[src/common/phy_irq_pkg.sv]
// constants and types of the phy interrupt status and enable register
// assumes an apb slave on a single 250 mhz clock with async low reset
// What this block does
// RULE1: an auto-negotiation completion sets status bit 10 until cleared.
// RULE2: false-carrier counter passing half its range sets status bit 9.
// RULE3: receive-error counter passing half its range sets status bit 8.
// RULE4: a read/write link quality change enable bit resets to zero.
// RULE5: a read/write energy detect change enable bit resets to zero.
// RULE6: a read/write speed change enable bit resets to zero.
// RULE7: a read/write duplex change enable bit resets to zero.
// RULE8: a read/write negotiation complete enable bit resets to zero.
// RULE9: a read/write false-carrier half-full enable bit resets to zero.
// RULE10: a read/write receive-error half-full enable bit resets to zero.
// RULE11: a change of resolved duplex mode sets status bit 11.
// RULE12: a read clears the pending bits it returned; new events set again.
// RULE13: the interrupt is high while a pending bit and its enable are set.
package phy_irq_pkg;

  localparam int ADDR_W = 12;
  localparam int DATA_W = 32;
  localparam int FIELD_W = 8;
  localparam int CNT_W = 8;

  // register byte address
  localparam logic [ADDR_W-1:0] ISE1_ADDR = 12'h000;
  localparam int WORD_LSB = 2;

  // field placement inside the register
  localparam int STAT_LSB = 8;
  localparam int EN_LSB = 0;
  localparam int REG_W = 16;

  // bit positions within an 8-bit field (status bit = pos + STAT_LSB)
  localparam int POS_LQ = 7;
  localparam int POS_ENERGY = 6;
  localparam int POS_LINK = 5;
  localparam int POS_SPEED = 4;
  localparam int POS_DUPLEX = 3;
  localparam int POS_AN = 2;
  localparam int POS_FC = 1;
  localparam int POS_RXERR = 0;

  // reset values
  localparam logic [FIELD_W-1:0] STAT_RST = 8'h00;
  localparam logic [FIELD_W-1:0] EN_RST = 8'h00;

  // live phy status levels whose changes are events
  typedef struct packed {
    logic link_quality;
    logic energy_detect;
    logic link_up;
    logic speed_100;
    logic full_duplex;
  } phy_level_t;

  localparam int LEVEL_W = $bits(phy_level_t);

  typedef struct packed {
    logic psel;
    logic penable;
    logic pwrite;
    logic [ADDR_W-1:0] paddr;
    logic [DATA_W-1:0] pwdata;
    logic [DATA_W/8-1:0] pstrb;
  } apb_req_t;

endpackage : phy_irq_pkg

[src/hdl/level_change_detect.sv]
// flags any change of a group of status levels as one-cycle pulses
// assumes the levels are synchronous to clk
`timescale 1ns/1ps
module level_change_detect #(
  parameter int W = 5
) (
  input wire logic clk,
  input wire logic rst_n,
  input wire logic [W-1:0] level,
  output logic [W-1:0] changed
);

  logic [W-1:0] last_q;
  logic primed_q;

  // no change reported until a first sample is held
  always_ff @(posedge clk or negedge rst_n)
  begin
    if (!rst_n)
    begin
      last_q <= '0;
      primed_q <= 1'b0;
    end
    else
    begin
      last_q <= level;
      primed_q <= 1'b1;
    end
  end

  assign changed = primed_q ? (level ^ last_q) : '0;

endmodule : level_change_detect

[src/hdl/halffull_detect.sv]
// pulses once when an event counter rises beyond half of its range
// assumes the counter value is synchronous to clk
`timescale 1ns/1ps
module halffull_detect #(
  parameter int CNT_W = 8
) (
  input wire logic clk,
  input wire logic rst_n,
  input wire logic [CNT_W-1:0] count,
  output logic crossed
);

  localparam logic [CNT_W-1:0] HALF = {1'b1, {(CNT_W-1){1'b0}}};

  logic over;
  logic over_q;

  assign over = count > HALF;

  always_ff @(posedge clk or negedge rst_n)
  begin
    if (!rst_n)
    begin
      over_q <= 1'b0;
    end
    else
    begin
      over_q <= over;
    end
  end

  assign crossed = over & ~over_q;

endmodule : halffull_detect

[src/hdl/phy_irq_status_enable.sv]
// interrupt status and enable register of a 10/100 phy, apb slave
// assumes apb signals and phy inputs synchronous to clk
`timescale 1ns/1ps
module phy_irq_status_enable #(
  parameter int CNT_W = phy_irq_pkg::CNT_W
) (
  input wire logic clk,
  input wire logic rst_n,
  input wire logic psel,
  input wire logic penable,
  input wire logic pwrite,
  input wire logic [phy_irq_pkg::ADDR_W-1:0] paddr,
  input wire logic [phy_irq_pkg::DATA_W-1:0] pwdata,
  input wire logic [phy_irq_pkg::DATA_W/8-1:0] pstrb,
  output logic [phy_irq_pkg::DATA_W-1:0] prdata,
  output logic pready,
  output logic pslverr,
  input wire phy_irq_pkg::phy_level_t phy_level,
  input wire logic an_complete,
  input wire logic [CNT_W-1:0] false_carrier_event_counter,
  input wire logic [CNT_W-1:0] receive_error_event_counter,
  output logic irq
);

  localparam int FW = phy_irq_pkg::FIELD_W;
  localparam int SL = phy_irq_pkg::STAT_LSB;
  localparam int EL = phy_irq_pkg::EN_LSB;
  localparam int LW = phy_irq_pkg::LEVEL_W;

  phy_irq_pkg::apb_req_t req;
  logic [FW-1:0] stat_q;
  logic [FW-1:0] stat_d;
  logic [FW-1:0] en_q;
  logic [FW-1:0] ev_vec;
  logic [FW-1:0] clr_vec;
  logic [LW-1:0] level_chg;
  logic an_q;
  logic an_rise;
  logic fc_cross;
  logic rx_cross;
  logic [phy_irq_pkg::DATA_W-1:0] prdata_q;
  logic pready_q;
  logic pslverr_q;
  logic irq_q;
  logic hit;
  logic first_access;
  logic done;
  logic rd_done;
  logic wr_done;

  function automatic logic addr_hit(
    input logic [phy_irq_pkg::ADDR_W-1:0] a
  );
    addr_hit = a[phy_irq_pkg::ADDR_W-1:phy_irq_pkg::WORD_LSB] ==
      phy_irq_pkg::ISE1_ADDR[phy_irq_pkg::ADDR_W-1:phy_irq_pkg::WORD_LSB];
  endfunction : addr_hit

  assign req = '{psel: psel, penable: penable, pwrite: pwrite,
    paddr: paddr, pwdata: pwdata, pstrb: pstrb};

  // event sources
  level_change_detect #(
    .W(LW)
  ) u_level_chg (
    .clk(clk),
    .rst_n(rst_n),
    .level(phy_level),
    .changed(level_chg)
  );

  halffull_detect #(
    .CNT_W(CNT_W)
  ) u_fc_half (
    .clk(clk),
    .rst_n(rst_n),
    .count(false_carrier_event_counter),
    .crossed(fc_cross)
  );

  halffull_detect #(
    .CNT_W(CNT_W)
  ) u_rx_half (
    .clk(clk),
    .rst_n(rst_n),
    .count(receive_error_event_counter),
    .crossed(rx_cross)
  );

  always_ff @(posedge clk or negedge rst_n)
  begin
    if (!rst_n)
    begin
      an_q <= 1'b0;
    end
    else
    begin
      an_q <= an_complete;
    end
  end

  assign an_rise = an_complete & ~an_q;

  always_comb
  begin
    ev_vec = '0;
    ev_vec[phy_irq_pkg::POS_LQ] = level_chg[4];
    ev_vec[phy_irq_pkg::POS_ENERGY] = level_chg[3];
    ev_vec[phy_irq_pkg::POS_LINK] = level_chg[2];
    ev_vec[phy_irq_pkg::POS_SPEED] = level_chg[1];
    ev_vec[phy_irq_pkg::POS_DUPLEX] = level_chg[0]; // RULE11
    ev_vec[phy_irq_pkg::POS_AN] = an_rise; // RULE1
    ev_vec[phy_irq_pkg::POS_FC] = fc_cross; // RULE2
    ev_vec[phy_irq_pkg::POS_RXERR] = rx_cross; // RULE3
  end

  // apb decode
  assign hit = addr_hit(req.paddr);
  assign first_access = req.psel & req.penable & ~pready_q;
  assign done = req.psel & req.penable & pready_q;
  assign rd_done = done & ~req.pwrite & hit;
  assign wr_done = done & req.pwrite & hit;

  always_ff @(posedge clk or negedge rst_n)
  begin
    if (!rst_n)
    begin
      pready_q <= 1'b0;
    end
    else
    begin
      pready_q <= first_access;
    end
  end

  always_ff @(posedge clk or negedge rst_n)
  begin
    if (!rst_n)
    begin
      pslverr_q <= 1'b0;
    end
    else
    begin
      pslverr_q <= first_access & ~hit;
    end
  end

  always_ff @(posedge clk or negedge rst_n)
  begin
    if (!rst_n)
    begin
      prdata_q <= '0;
    end
    else if (first_access)
    begin
      prdata_q <= '0;
      if (hit && !req.pwrite)
      begin
        prdata_q[SL +: FW] <= stat_q;
        prdata_q[EL +: FW] <= en_q;
      end
    end
  end

  // pending bits: read clears what was returned, write one clears
  always_comb
  begin
    clr_vec = '0;
    if (rd_done)
    begin
      clr_vec = prdata_q[SL +: FW]; // RULE12
    end
    else if (wr_done && req.pstrb[SL/8])
    begin
      clr_vec = req.pwdata[SL +: FW];
    end
    stat_d = (stat_q & ~clr_vec) | ev_vec; // RULE12
  end

  always_ff @(posedge clk or negedge rst_n)
  begin
    if (!rst_n)
    begin
      stat_q <= phy_irq_pkg::STAT_RST;
    end
    else
    begin
      stat_q <= stat_d;
    end
  end

  // enable bits
  always_ff @(posedge clk or negedge rst_n)
  begin
    if (!rst_n)
    begin
      en_q <= phy_irq_pkg::EN_RST; // RULE4 RULE5 RULE6 RULE7
    end
    else if (wr_done && req.pstrb[EL/8])
    begin
      en_q <= req.pwdata[EL +: FW]; // RULE8 RULE9 RULE10
    end
  end

  always_ff @(posedge clk or negedge rst_n)
  begin
    if (!rst_n)
    begin
      irq_q <= 1'b0;
    end
    else
    begin
      irq_q <= |(stat_q & en_q); // RULE13
    end
  end

  assign prdata = prdata_q;
  assign pready = pready_q;
  assign pslverr = pslverr_q;
  assign irq = irq_q;

  // checks
  property p_an_sets;
    @(posedge clk) disable iff (!rst_n)
    an_complete && !an_q |=> stat_q[phy_irq_pkg::POS_AN];
  endproperty
  a_an_sets: assert property (p_an_sets) // RULE1
    else $error("negotiation completion did not set its status bit");

  property p_fc_sets;
    @(posedge clk) disable iff (!rst_n)
    fc_cross |=> stat_q[phy_irq_pkg::POS_FC];
  endproperty
  a_fc_sets: assert property (p_fc_sets) // RULE2
    else $error("false-carrier half-full did not set its status bit");

  property p_rx_sets;
    @(posedge clk) disable iff (!rst_n)
    $rose(receive_error_event_counter > {1'b1, {(CNT_W-1){1'b0}}})
    |-> ##1 stat_q[phy_irq_pkg::POS_RXERR];
  endproperty
  a_rx_sets: assert property (p_rx_sets) // RULE3
    else $error("receive-error half-full did not set its status bit");

  property p_duplex_sets;
    @(posedge clk) disable iff (!rst_n)
    level_chg[0] |=> stat_q[phy_irq_pkg::POS_DUPLEX];
  endproperty
  a_duplex_sets: assert property (p_duplex_sets) // RULE11
    else $error("duplex change did not set its status bit");

  property p_en_write;
    @(posedge clk) disable iff (!rst_n)
    wr_done && pstrb[EL/8] |=> en_q == $past(pwdata[EL +: FW]);
  endproperty
  a_en_write: assert property (p_en_write) // RULE8
    else $error("enable bits did not take the written value");

  property p_en_hold;
    @(posedge clk) disable iff (!rst_n)
    !wr_done |=> $stable(en_q);
  endproperty
  a_en_hold: assert property (p_en_hold) // RULE9
    else $error("enable bits changed without a write");

  property p_read_clears;
    @(posedge clk) disable iff (!rst_n)
    rd_done && ev_vec == '0 |=>
      (stat_q & $past(prdata_q[SL +: FW])) == '0;
  endproperty
  a_read_clears: assert property (p_read_clears) // RULE12
    else $error("read did not clear the returned pending bits");

  property p_irq_level;
    @(posedge clk) disable iff (!rst_n)
    ##1 irq_q == $past(|(stat_q & en_q));
  endproperty
  a_irq_level: assert property (p_irq_level) // RULE13
    else $error("interrupt output does not follow pending and enabled");

  property p_apb_answer;
    @(posedge clk) disable iff (!rst_n)
    psel && penable && !pready_q |=> pready_q ##1 !pready_q;
  endproperty
  a_apb_answer: assert property (p_apb_answer)
    else $error("access phase was not answered after one wait cycle");

  property p_no_spurious;
    @(posedge clk) disable iff (!rst_n)
    ev_vec == '0 |=> (stat_q & ~$past(stat_q)) == '0;
  endproperty
  a_no_spurious: assert property (p_no_spurious) // RULE1
    else $error("a pending bit was set without an event");

  property p_miss_ignored;
    @(posedge clk) disable iff (!rst_n)
    done && !hit |=> $stable(en_q) && ($past(stat_q) & ~stat_q) == '0;
  endproperty
  a_miss_ignored: assert property (p_miss_ignored) // RULE12
    else $error("unmapped access changed the register");

  property p_miss_error;
    @(posedge clk) disable iff (!rst_n)
    first_access && !hit |=> pslverr_q && prdata_q == '0;
  endproperty
  a_miss_error: assert property (p_miss_error)
    else $error("unmapped access was not refused");

endmodule : phy_irq_status_enable

[config.mk]
export PLATFORM = sky130hd
export DESIGN_NAME = phy_irq_status_enable
export DESIGN_NICKNAME = d
export VERILOG_FILES = /design/src/common/phy_irq_pkg.sv /design/src/hdl/level_change_detect.sv /design/src/hdl/halffull_detect.sv /design/src/hdl/phy_irq_status_enable.sv
export SDC_FILE = /design/constraint.sdc
export NUM_CORES = 1
export LEC_CHECK = 0
export BUFFER_PORTS_ARGS = -buffer_cell sky130_fd_sc_hd__buf_4
export CORE_MARGIN = 2
export CORE_UTILIZATION = 47
export DETAILED_ROUTE_END_ITERATION = 10
export GPL_TIMING_DRIVEN = 0
export PLACE_DENSITY = 0.9
export SLEW_MARGIN = 30
export SYNTH_ARGS = -nofsm -noshare
export SYNTH_HDL_FRONTEND = slang
export SYNTH_SLANG_ARGS = --single-unit
[constraint.sdc]
create_clock -name clk -period 5.1 [get_ports clk]
set_input_delay 0.765 -clock clk [delete_from_list [all_inputs] [get_ports clk]]
set_output_delay 0.765 -clock clk [all_outputs]
set_load 0.1 [all_outputs]
==> out/results.txt, run 1 <==
minimum clock period - 2370 ps
Final Util - 67.6%
Boundary Pins - 110
Crit Path Class - primary input to register
Die ar. - 4740 um^2
mean post-synth cell area - 12.6 um^2
Data arrival, critical path - 2600 ps
register bit count reported by yosys - 44
worst-case clock buffer depth - 2
flop-to-flop setup slack - 3080 ps
die width - 68.8 um
HP Class - primary input to asynchronous set/reset pin
largest net degree at the start of global routing - 45
GRT Total Usage - 21.2%
placer's final routability congestion estimate - 0.795
Syn Inst Count - 157
Sink Count - 44
global-route wire length before repair - 7160 um
CTS tree - yes
max-slew violation count - 0
# rows - 23
synth top area cells - dfrtp_1, a22o_1, buf_4, mux2_4, a221o_1
CTS Root Buffer Type - clkbuf_8
worst-skew pair later-pin latency - 290 ps
H-tree depth - 2
Via Count - 1583
first-iteration detailed-routing DRC count - 83
Synth cell types - 29
Pwr Density - 258 nW/um^2
crit path cell chain - buf_4, or4_4, nor4_2, buf_2, a22o_1
outcome - finished clean
core area - 4030 um^2
Synth top area share - 55.7%
register area share after synthesis - 55.7%
CP Launch Type - primary input
CTS Buf Count - 5
Critical R2R Launch - pready$_DFF_PN0_
nets - 326
final WL - 4620 um
FILL cells - 324
Slew headroom - 52.8%
share of cells above drive strength 1 - 43.3%
Layout area overhead - 37.9%
Max IR drop VDD - 0.150 mV
per-cell routed wire length - 15.3 um
DR pass1 iterations - 4
Sum Neg Setup Slack - 0 ps
CTS resizes - 0
Max Clk Rate - 421 MHz
most frequent cells in the layout - buf_4, dfrtp_1, conb_1
Crit path max-delay family - simple AND/OR/NAND/NOR gates
total grt overflow - 0
DP HPWL - 3560 um
Cell Area, Synth - 1980 um^2
setup violators final - 0
vias in the first global route - 1596
Post-CTS Setup Bufs - 0
Non-Filler Instances - 302
via/cell ratio - 5.24
Max FO, Critical Path - 10
IO Port Bufs - 72
max_cap viols - 0
dpl cells - 294
period utilization - 46.5%
hold violation count in the final report - 0
Yosys warnings - 0
CP max-delay cell - nor4_2
Worst Path Buf+Inv - 2
Worst-Margin Slew - 702 ps
Critical Path Start - paddr[3]
P_leak - 1.36 nW
# hold bufs at CTS - 0
Yosys top cell by area - dfrtp_1
Starting Density - 49.0%
antenna cells - 0
most common cell after layout, fill and taps aside - buf_4
Reg clk slew, reported paths - 80 ps
initial antenna violation count - 0
Clock Skew - 3.83 ps
Antenna Nets Post-Route - 0
WP data required - 5330 ps
crit-path max cell delay - 650 ps
Die Y - 68.8 um
CP Capture Type - register
RSZ-0062 raised after global routing - false
drt drc - 0
per-layer routing:
| layer | track usage, % | vias up | routed length (um) |
|---|---|---|---|
| li1 | - | 736 | - |
| met1 | 24.8 | 768 | 1710 |
| met2 | 37.5 | 71 | 2490 |
| met3 | 5.19 | 8 | 346 |
| met4 | 7.60 | 0 | 72 |
| met5 | 0 | - | 0 |
final cells by class:
class / count / area [um^2] / share of cell area, %
clock buffer: 8 / 90.1 / 3.31
tap: 50 / 62.6 / 2.30
multi-input combinational: 102 / 767 / 28.1
inverter: 4 / 15.0 / 0.551
buffer: 22 / 149 / 5.46
timing repair buffer: 72 / 541 / 19.8
sequential: 44 / 1100 / 40.4
per-stage QoR:
stage	hold WS, ps	cell area, um^2	power, mW	setup slack [ps]
2_1_floorplan	469	2030	0.444	2670
3_3_place_gp	492	2640	0.489	2450
3_5_place_dp	497	2640	0.491	2430
4_1_cts	470	2730	0.709	2740
5_1_grt	496	2730	0.732	2630
6_report	450	2730	0.703	2730
worst paths after layout:
check                           cells past startpoint                endpoint
worst max-delay path                                5   prdata[3]$_DFFE_PN0P_
worst min-delay path                                1  prdata[10]$_DFFE_PN0P_
worst max register to register                      4   prdata[3]$_DFFE_PN0P_
worst min register to register                      1   prdata[0]$_DFFE_PN0P_
max in group asynchronous                           1        pready$_DFF_PN0_
min in group clk                                    1   prdata[0]$_DFFE_PN0P_
report_power, final:
part	leakage (nW)	internal, mW	switching [mW]
logic	0.769	0.0432	0.0849
clock network	0.0455	0.110	0.108
registers	0.551	0.353	0.00266
flip-flops by register name, summed over array words and instances (netlist names):
register	flops
stat_q	8
prdata	16
pslverr	1
an_q	1
u_fc_half.over_q	1
en_q	8
u_level_chg.last_q	5
pready	1
u_rx_half.over_q	1
u_level_chg.primed_q	1
irq	1
synthesized netlist by cell type (all sizes together):
| library cell | n |
|---|---|
| dfrtp | 44 |
| or4bb | 1 |
| nand3 | 9 |
| mux2 | 8 |
| and3 | 7 |
| a21boi | 2 |
| o41ai | 1 |
| nand3b | 1 |
| nand4bb | 1 |
| or2 | 1 |
| clkbuf | 3 |
| or4 | 4 |
| inv | 4 |
| nor3 | 3 |
| nor2 | 1 |
| a22o | 16 |
| a32oi | 1 |
| xor2 | 5 |
| a22oi | 4 |
| nand2 | 1 |
| buf | 19 |
| a221o | 7 |
| nand2b | 8 |
| nand4 | 1 |
| conb | 2 |
| nor4 | 3 |
cells by family (layout without fill, tap and decap cells):
group	count (synthesis)	after routing	synth area share, %
XOR/XNOR	5	5	2.22
AO/OA/AOI/OAI	31	31	13.8
multiplexers	8	8	6.08
buffers and inverters	26	106	8.30
AND/OR/NAND/NOR	41	41	13.5
flip-flops	44	44	55.7
other	2	17	0.380
Note: power is estimated with default switching activity, not from simulation.
==> run 2: changes to the inputs <==
--- a/config.mk
+++ b/config.mk
@@ -7,10 +7,10 @@
 export LEC_CHECK = 0
 export BUFFER_PORTS_ARGS = -buffer_cell sky130_fd_sc_hd__buf_4
 export CORE_MARGIN = 2
-export CORE_UTILIZATION = 47
+export CORE_UTILIZATION = 44
 export DETAILED_ROUTE_END_ITERATION = 10
 export GPL_TIMING_DRIVEN = 0
-export PLACE_DENSITY = 0.9
+export PLACE_DENSITY = 0.86
 export SLEW_MARGIN = 30
 export SYNTH_ARGS = -nofsm -noshare
 export SYNTH_HDL_FRONTEND = slang
==> constraint.sdc (replaced) <==
create_clock -name clk -period 2.2 [get_ports clk]
set_input_delay 0.33 -clock clk [delete_from_list [all_inputs] [get_ports clk]]
set_output_delay 0.33 -clock clk [all_outputs]
set_load 0.1 [all_outputs]
==> out/results.txt, run 2 (synthesis results as in run 1) <==
outcome - finished clean (unchanged)
Sink Count - 44 (unchanged)
Boundary Pins - 110 (unchanged)
Antenna Nets Post-Route - 0 (unchanged)
worst-case clock buffer depth - 2 (unchanged)
# rows - 24 (was 23)
DR pass1 iterations - 4 (unchanged)
cell area after layout - 2760 um^2 (was 2730 um^2)
Slew headroom - 63.8% (was 52.8%)
r2r worst-path depth - 4 (unchanged)
Critical Path Start - pready$_DFF_PN0_ (was paddr[3])
largest net degree at the start of global routing - 45 (unchanged)
core area - 4350 um^2 (was 4030 um^2)
Max FO, Critical Path - 10 (unchanged)
internal power - 1.26 mW (was 0.507 mW)
CTS Root Buffer Type - clkbuf_8 (unchanged)
drt drc - 0 (unchanged)
Pwr Density - 632 nW/um^2 (was 258 nW/um^2)
FILL cells - 339 (was 324)
global-route wire length before repair - 7150 um (was 7160 um)
CTS tree - yes (unchanged)
Max IR drop VDD - 0.320 mV (was 0.150 mV)
CP Launch Type - register (was primary input)
worst-skew pair later-pin latency - 290 ps (about the same)
logic gate share of total power - 17.0% (was 18.2%)
placer's final routability congestion estimate - 0.743 (was 0.795)
per-cell routed wire length - 14.2 um (was 15.3 um)
WP data required - 2430 ps (was 5330 ps)
vias in the first global route - 1578 (was 1596)
IO Port Bufs - 72 (unchanged)
CTS Buf Count - 5 (unchanged)
P_leak - 1.38 nW (was 1.36 nW)
Setup crit end - prdata[5]$_DFFE_PN0P_ (was prdata[3]$_DFFE_PN0P_)
max_cap viols - 0 (unchanged)
Starting Density - 45.4% (was 49.0%)
initial antenna violation count - 0 (unchanged)
Crit Path Class - register to register (was primary input to register)
clock group share of total power - 35.8% (was 31.1%)
most common cell after layout, fill and taps aside - buf_4 (unchanged)
Data arrival, critical path - 2120 ps (was 2600 ps)
Die ar. - 5040 um^2 (was 4740 um^2)
Worst-Margin Slew - 543 ps (was 702 ps)
period utilization - 86.0%
Layout area overhead - 39.8% (was 37.9%)
Max Clk Rate - 528 MHz
GRT Total Usage - 18.0% (was 21.2%)
setup violators final - 0 (unchanged)
Critical R2R Launch - pready$_DFF_PN0_ (unchanged)
nets - 326 (unchanged)
hold violation count in the final report - 0 (unchanged)
dpl cell area - 2640 um^2 (about the same)
Reg clk slew, reported paths - 90 ps (was 80 ps)
minimum clock period - 1890 ps
antenna cells - 0 (unchanged)
Reg power frac - 47.3% (was 50.6%)
Critical R2R Capture - prdata[5]$_DFFE_PN0P_ (was prdata[3]$_DFFE_PN0P_)
HP Class - primary input to asynchronous set/reset pin (unchanged)
switching share of power - 27.7% (was 27.9%)
Largest register FFs - 16 (unchanged)
final WL - 4320 um (was 4620 um)
Non-Filler Instances - 304 (was 302)
die width - 71.0 um (was 68.8 um)
CP Capture Type - register (unchanged)
Via Count - 1529 (was 1583)
max-slew violation count - 0 (unchanged)
first-iteration detailed-routing DRC count - 89 (was 83)
total power - 1.74 mW (was 0.703 mW)
sw power - 0.484 mW (was 0.196 mW)
dpl cells - 296 (was 294)
Die Y - 71.0 um (was 68.8 um)
total grt overflow - 0 (unchanged)
most frequent cells in the layout - buf_4, dfrtp_1, conb_1 (unchanged)
RSZ-0062 raised after global routing - false (unchanged)
flop-to-flop setup slack - 310 ps (was 3080 ps)
DP HPWL - 3330 um (was 3560 um)
Clock Skew - 9.92 ps (was 3.83 ps)
share of cells above drive strength 1 - 44.0% (was 43.3%)
via/cell ratio - 5.03 (was 5.24)
H-tree depth - 2 (unchanged)
Final Util - 63.4% (was 67.6%)
[run 2: cell count changes in the layout (fill, tap and decap cells not counted), sizes merged]
| cell | change |
|---|---|
| clkbuf | -3 |
| bufinv | +1 |
| clkinvlp | +1 |
| inv | +1 |
[run 2: area by class of cell]
cell class	count	area, um^2	share of cell area (%)
Buffer	22	149	5.39
Clock buffer	5	68.8	2.49
Clock inverter	3	46.3	1.68
Sequential cell	44	1100	39.9
Inverter	4	15.0	0.544
Multi-Input combinational cell	102	776	28.1
Timing Repair Buffer	72	541	19.6
Tap cell	52	65.1	2.36
[run 2: how the worst min path moves through the flow]
stage	end	startpoint	slack (ps)	cells past startpoint
global placement	stat_q[4]$_DFF_PN0_	rst_n	350	1
detailed placement	stat_q[4]$_DFF_PN0_	rst_n	350	1
global route	u_level_chg.last_q[1]$_DFF_PN0_	rst_n	60	1
floorplan	an_q$_DFF_PN0_	rst_n	30	0
finish	stat_q[2]$_DFF_PN0_	rst_n	20	1
CTS	an_q$_DFF_PN0_	rst_n	30	1
[run 2: worst max-delay path, cell delays in order, from the launching register on]
cell	delay, ps
dfrtp_1	410
or4bb_1	540
nor4_4	400
buf_2	310
a22o_1	160
[run 2: per-layer routing]
layer	global-route usage [%]	share of wire, %	up-vias
li1	-	-	735
met5	0	0	-
met2	31.4	51	73
met1	23.4	40	717
met4	4.40	0.88	0
met3	3.42	7.7	4
[run 2: power groups by stage]
stage / registers [mW] / logic, mW / clock network [mW]
2_1_floorplan: 0.856 / 0.175 / 0
3_3_place_gp: 0.840 / 0.294 / 0
3_5_place_dp: 0.840 / 0.297 / 0
4_1_cts: 0.824 / 0.297 / 0.635
5_1_grt: 0.826 / 0.315 / 0.674
6_report: 0.824 / 0.296 / 0.624
[run 2: repair_timing]
action,CTS,global route
gates resized for setup,0,1
hold buffers,0,0
setup endpoints to repair,0,2
buffers inserted,0,0
[run 2: through the flow]
step	setup TNS [ps]	setup slack (ps)	hold slack [ps]
3_5_place_dp	-1120	-121	355
4_1_cts	0	69.1	34.2
3_3_place_gp	-461	-56.4	351
2_1_floorplan	0	4.05	34.4
6_report	0	308	17.3
5_1_grt	0	220	57.9
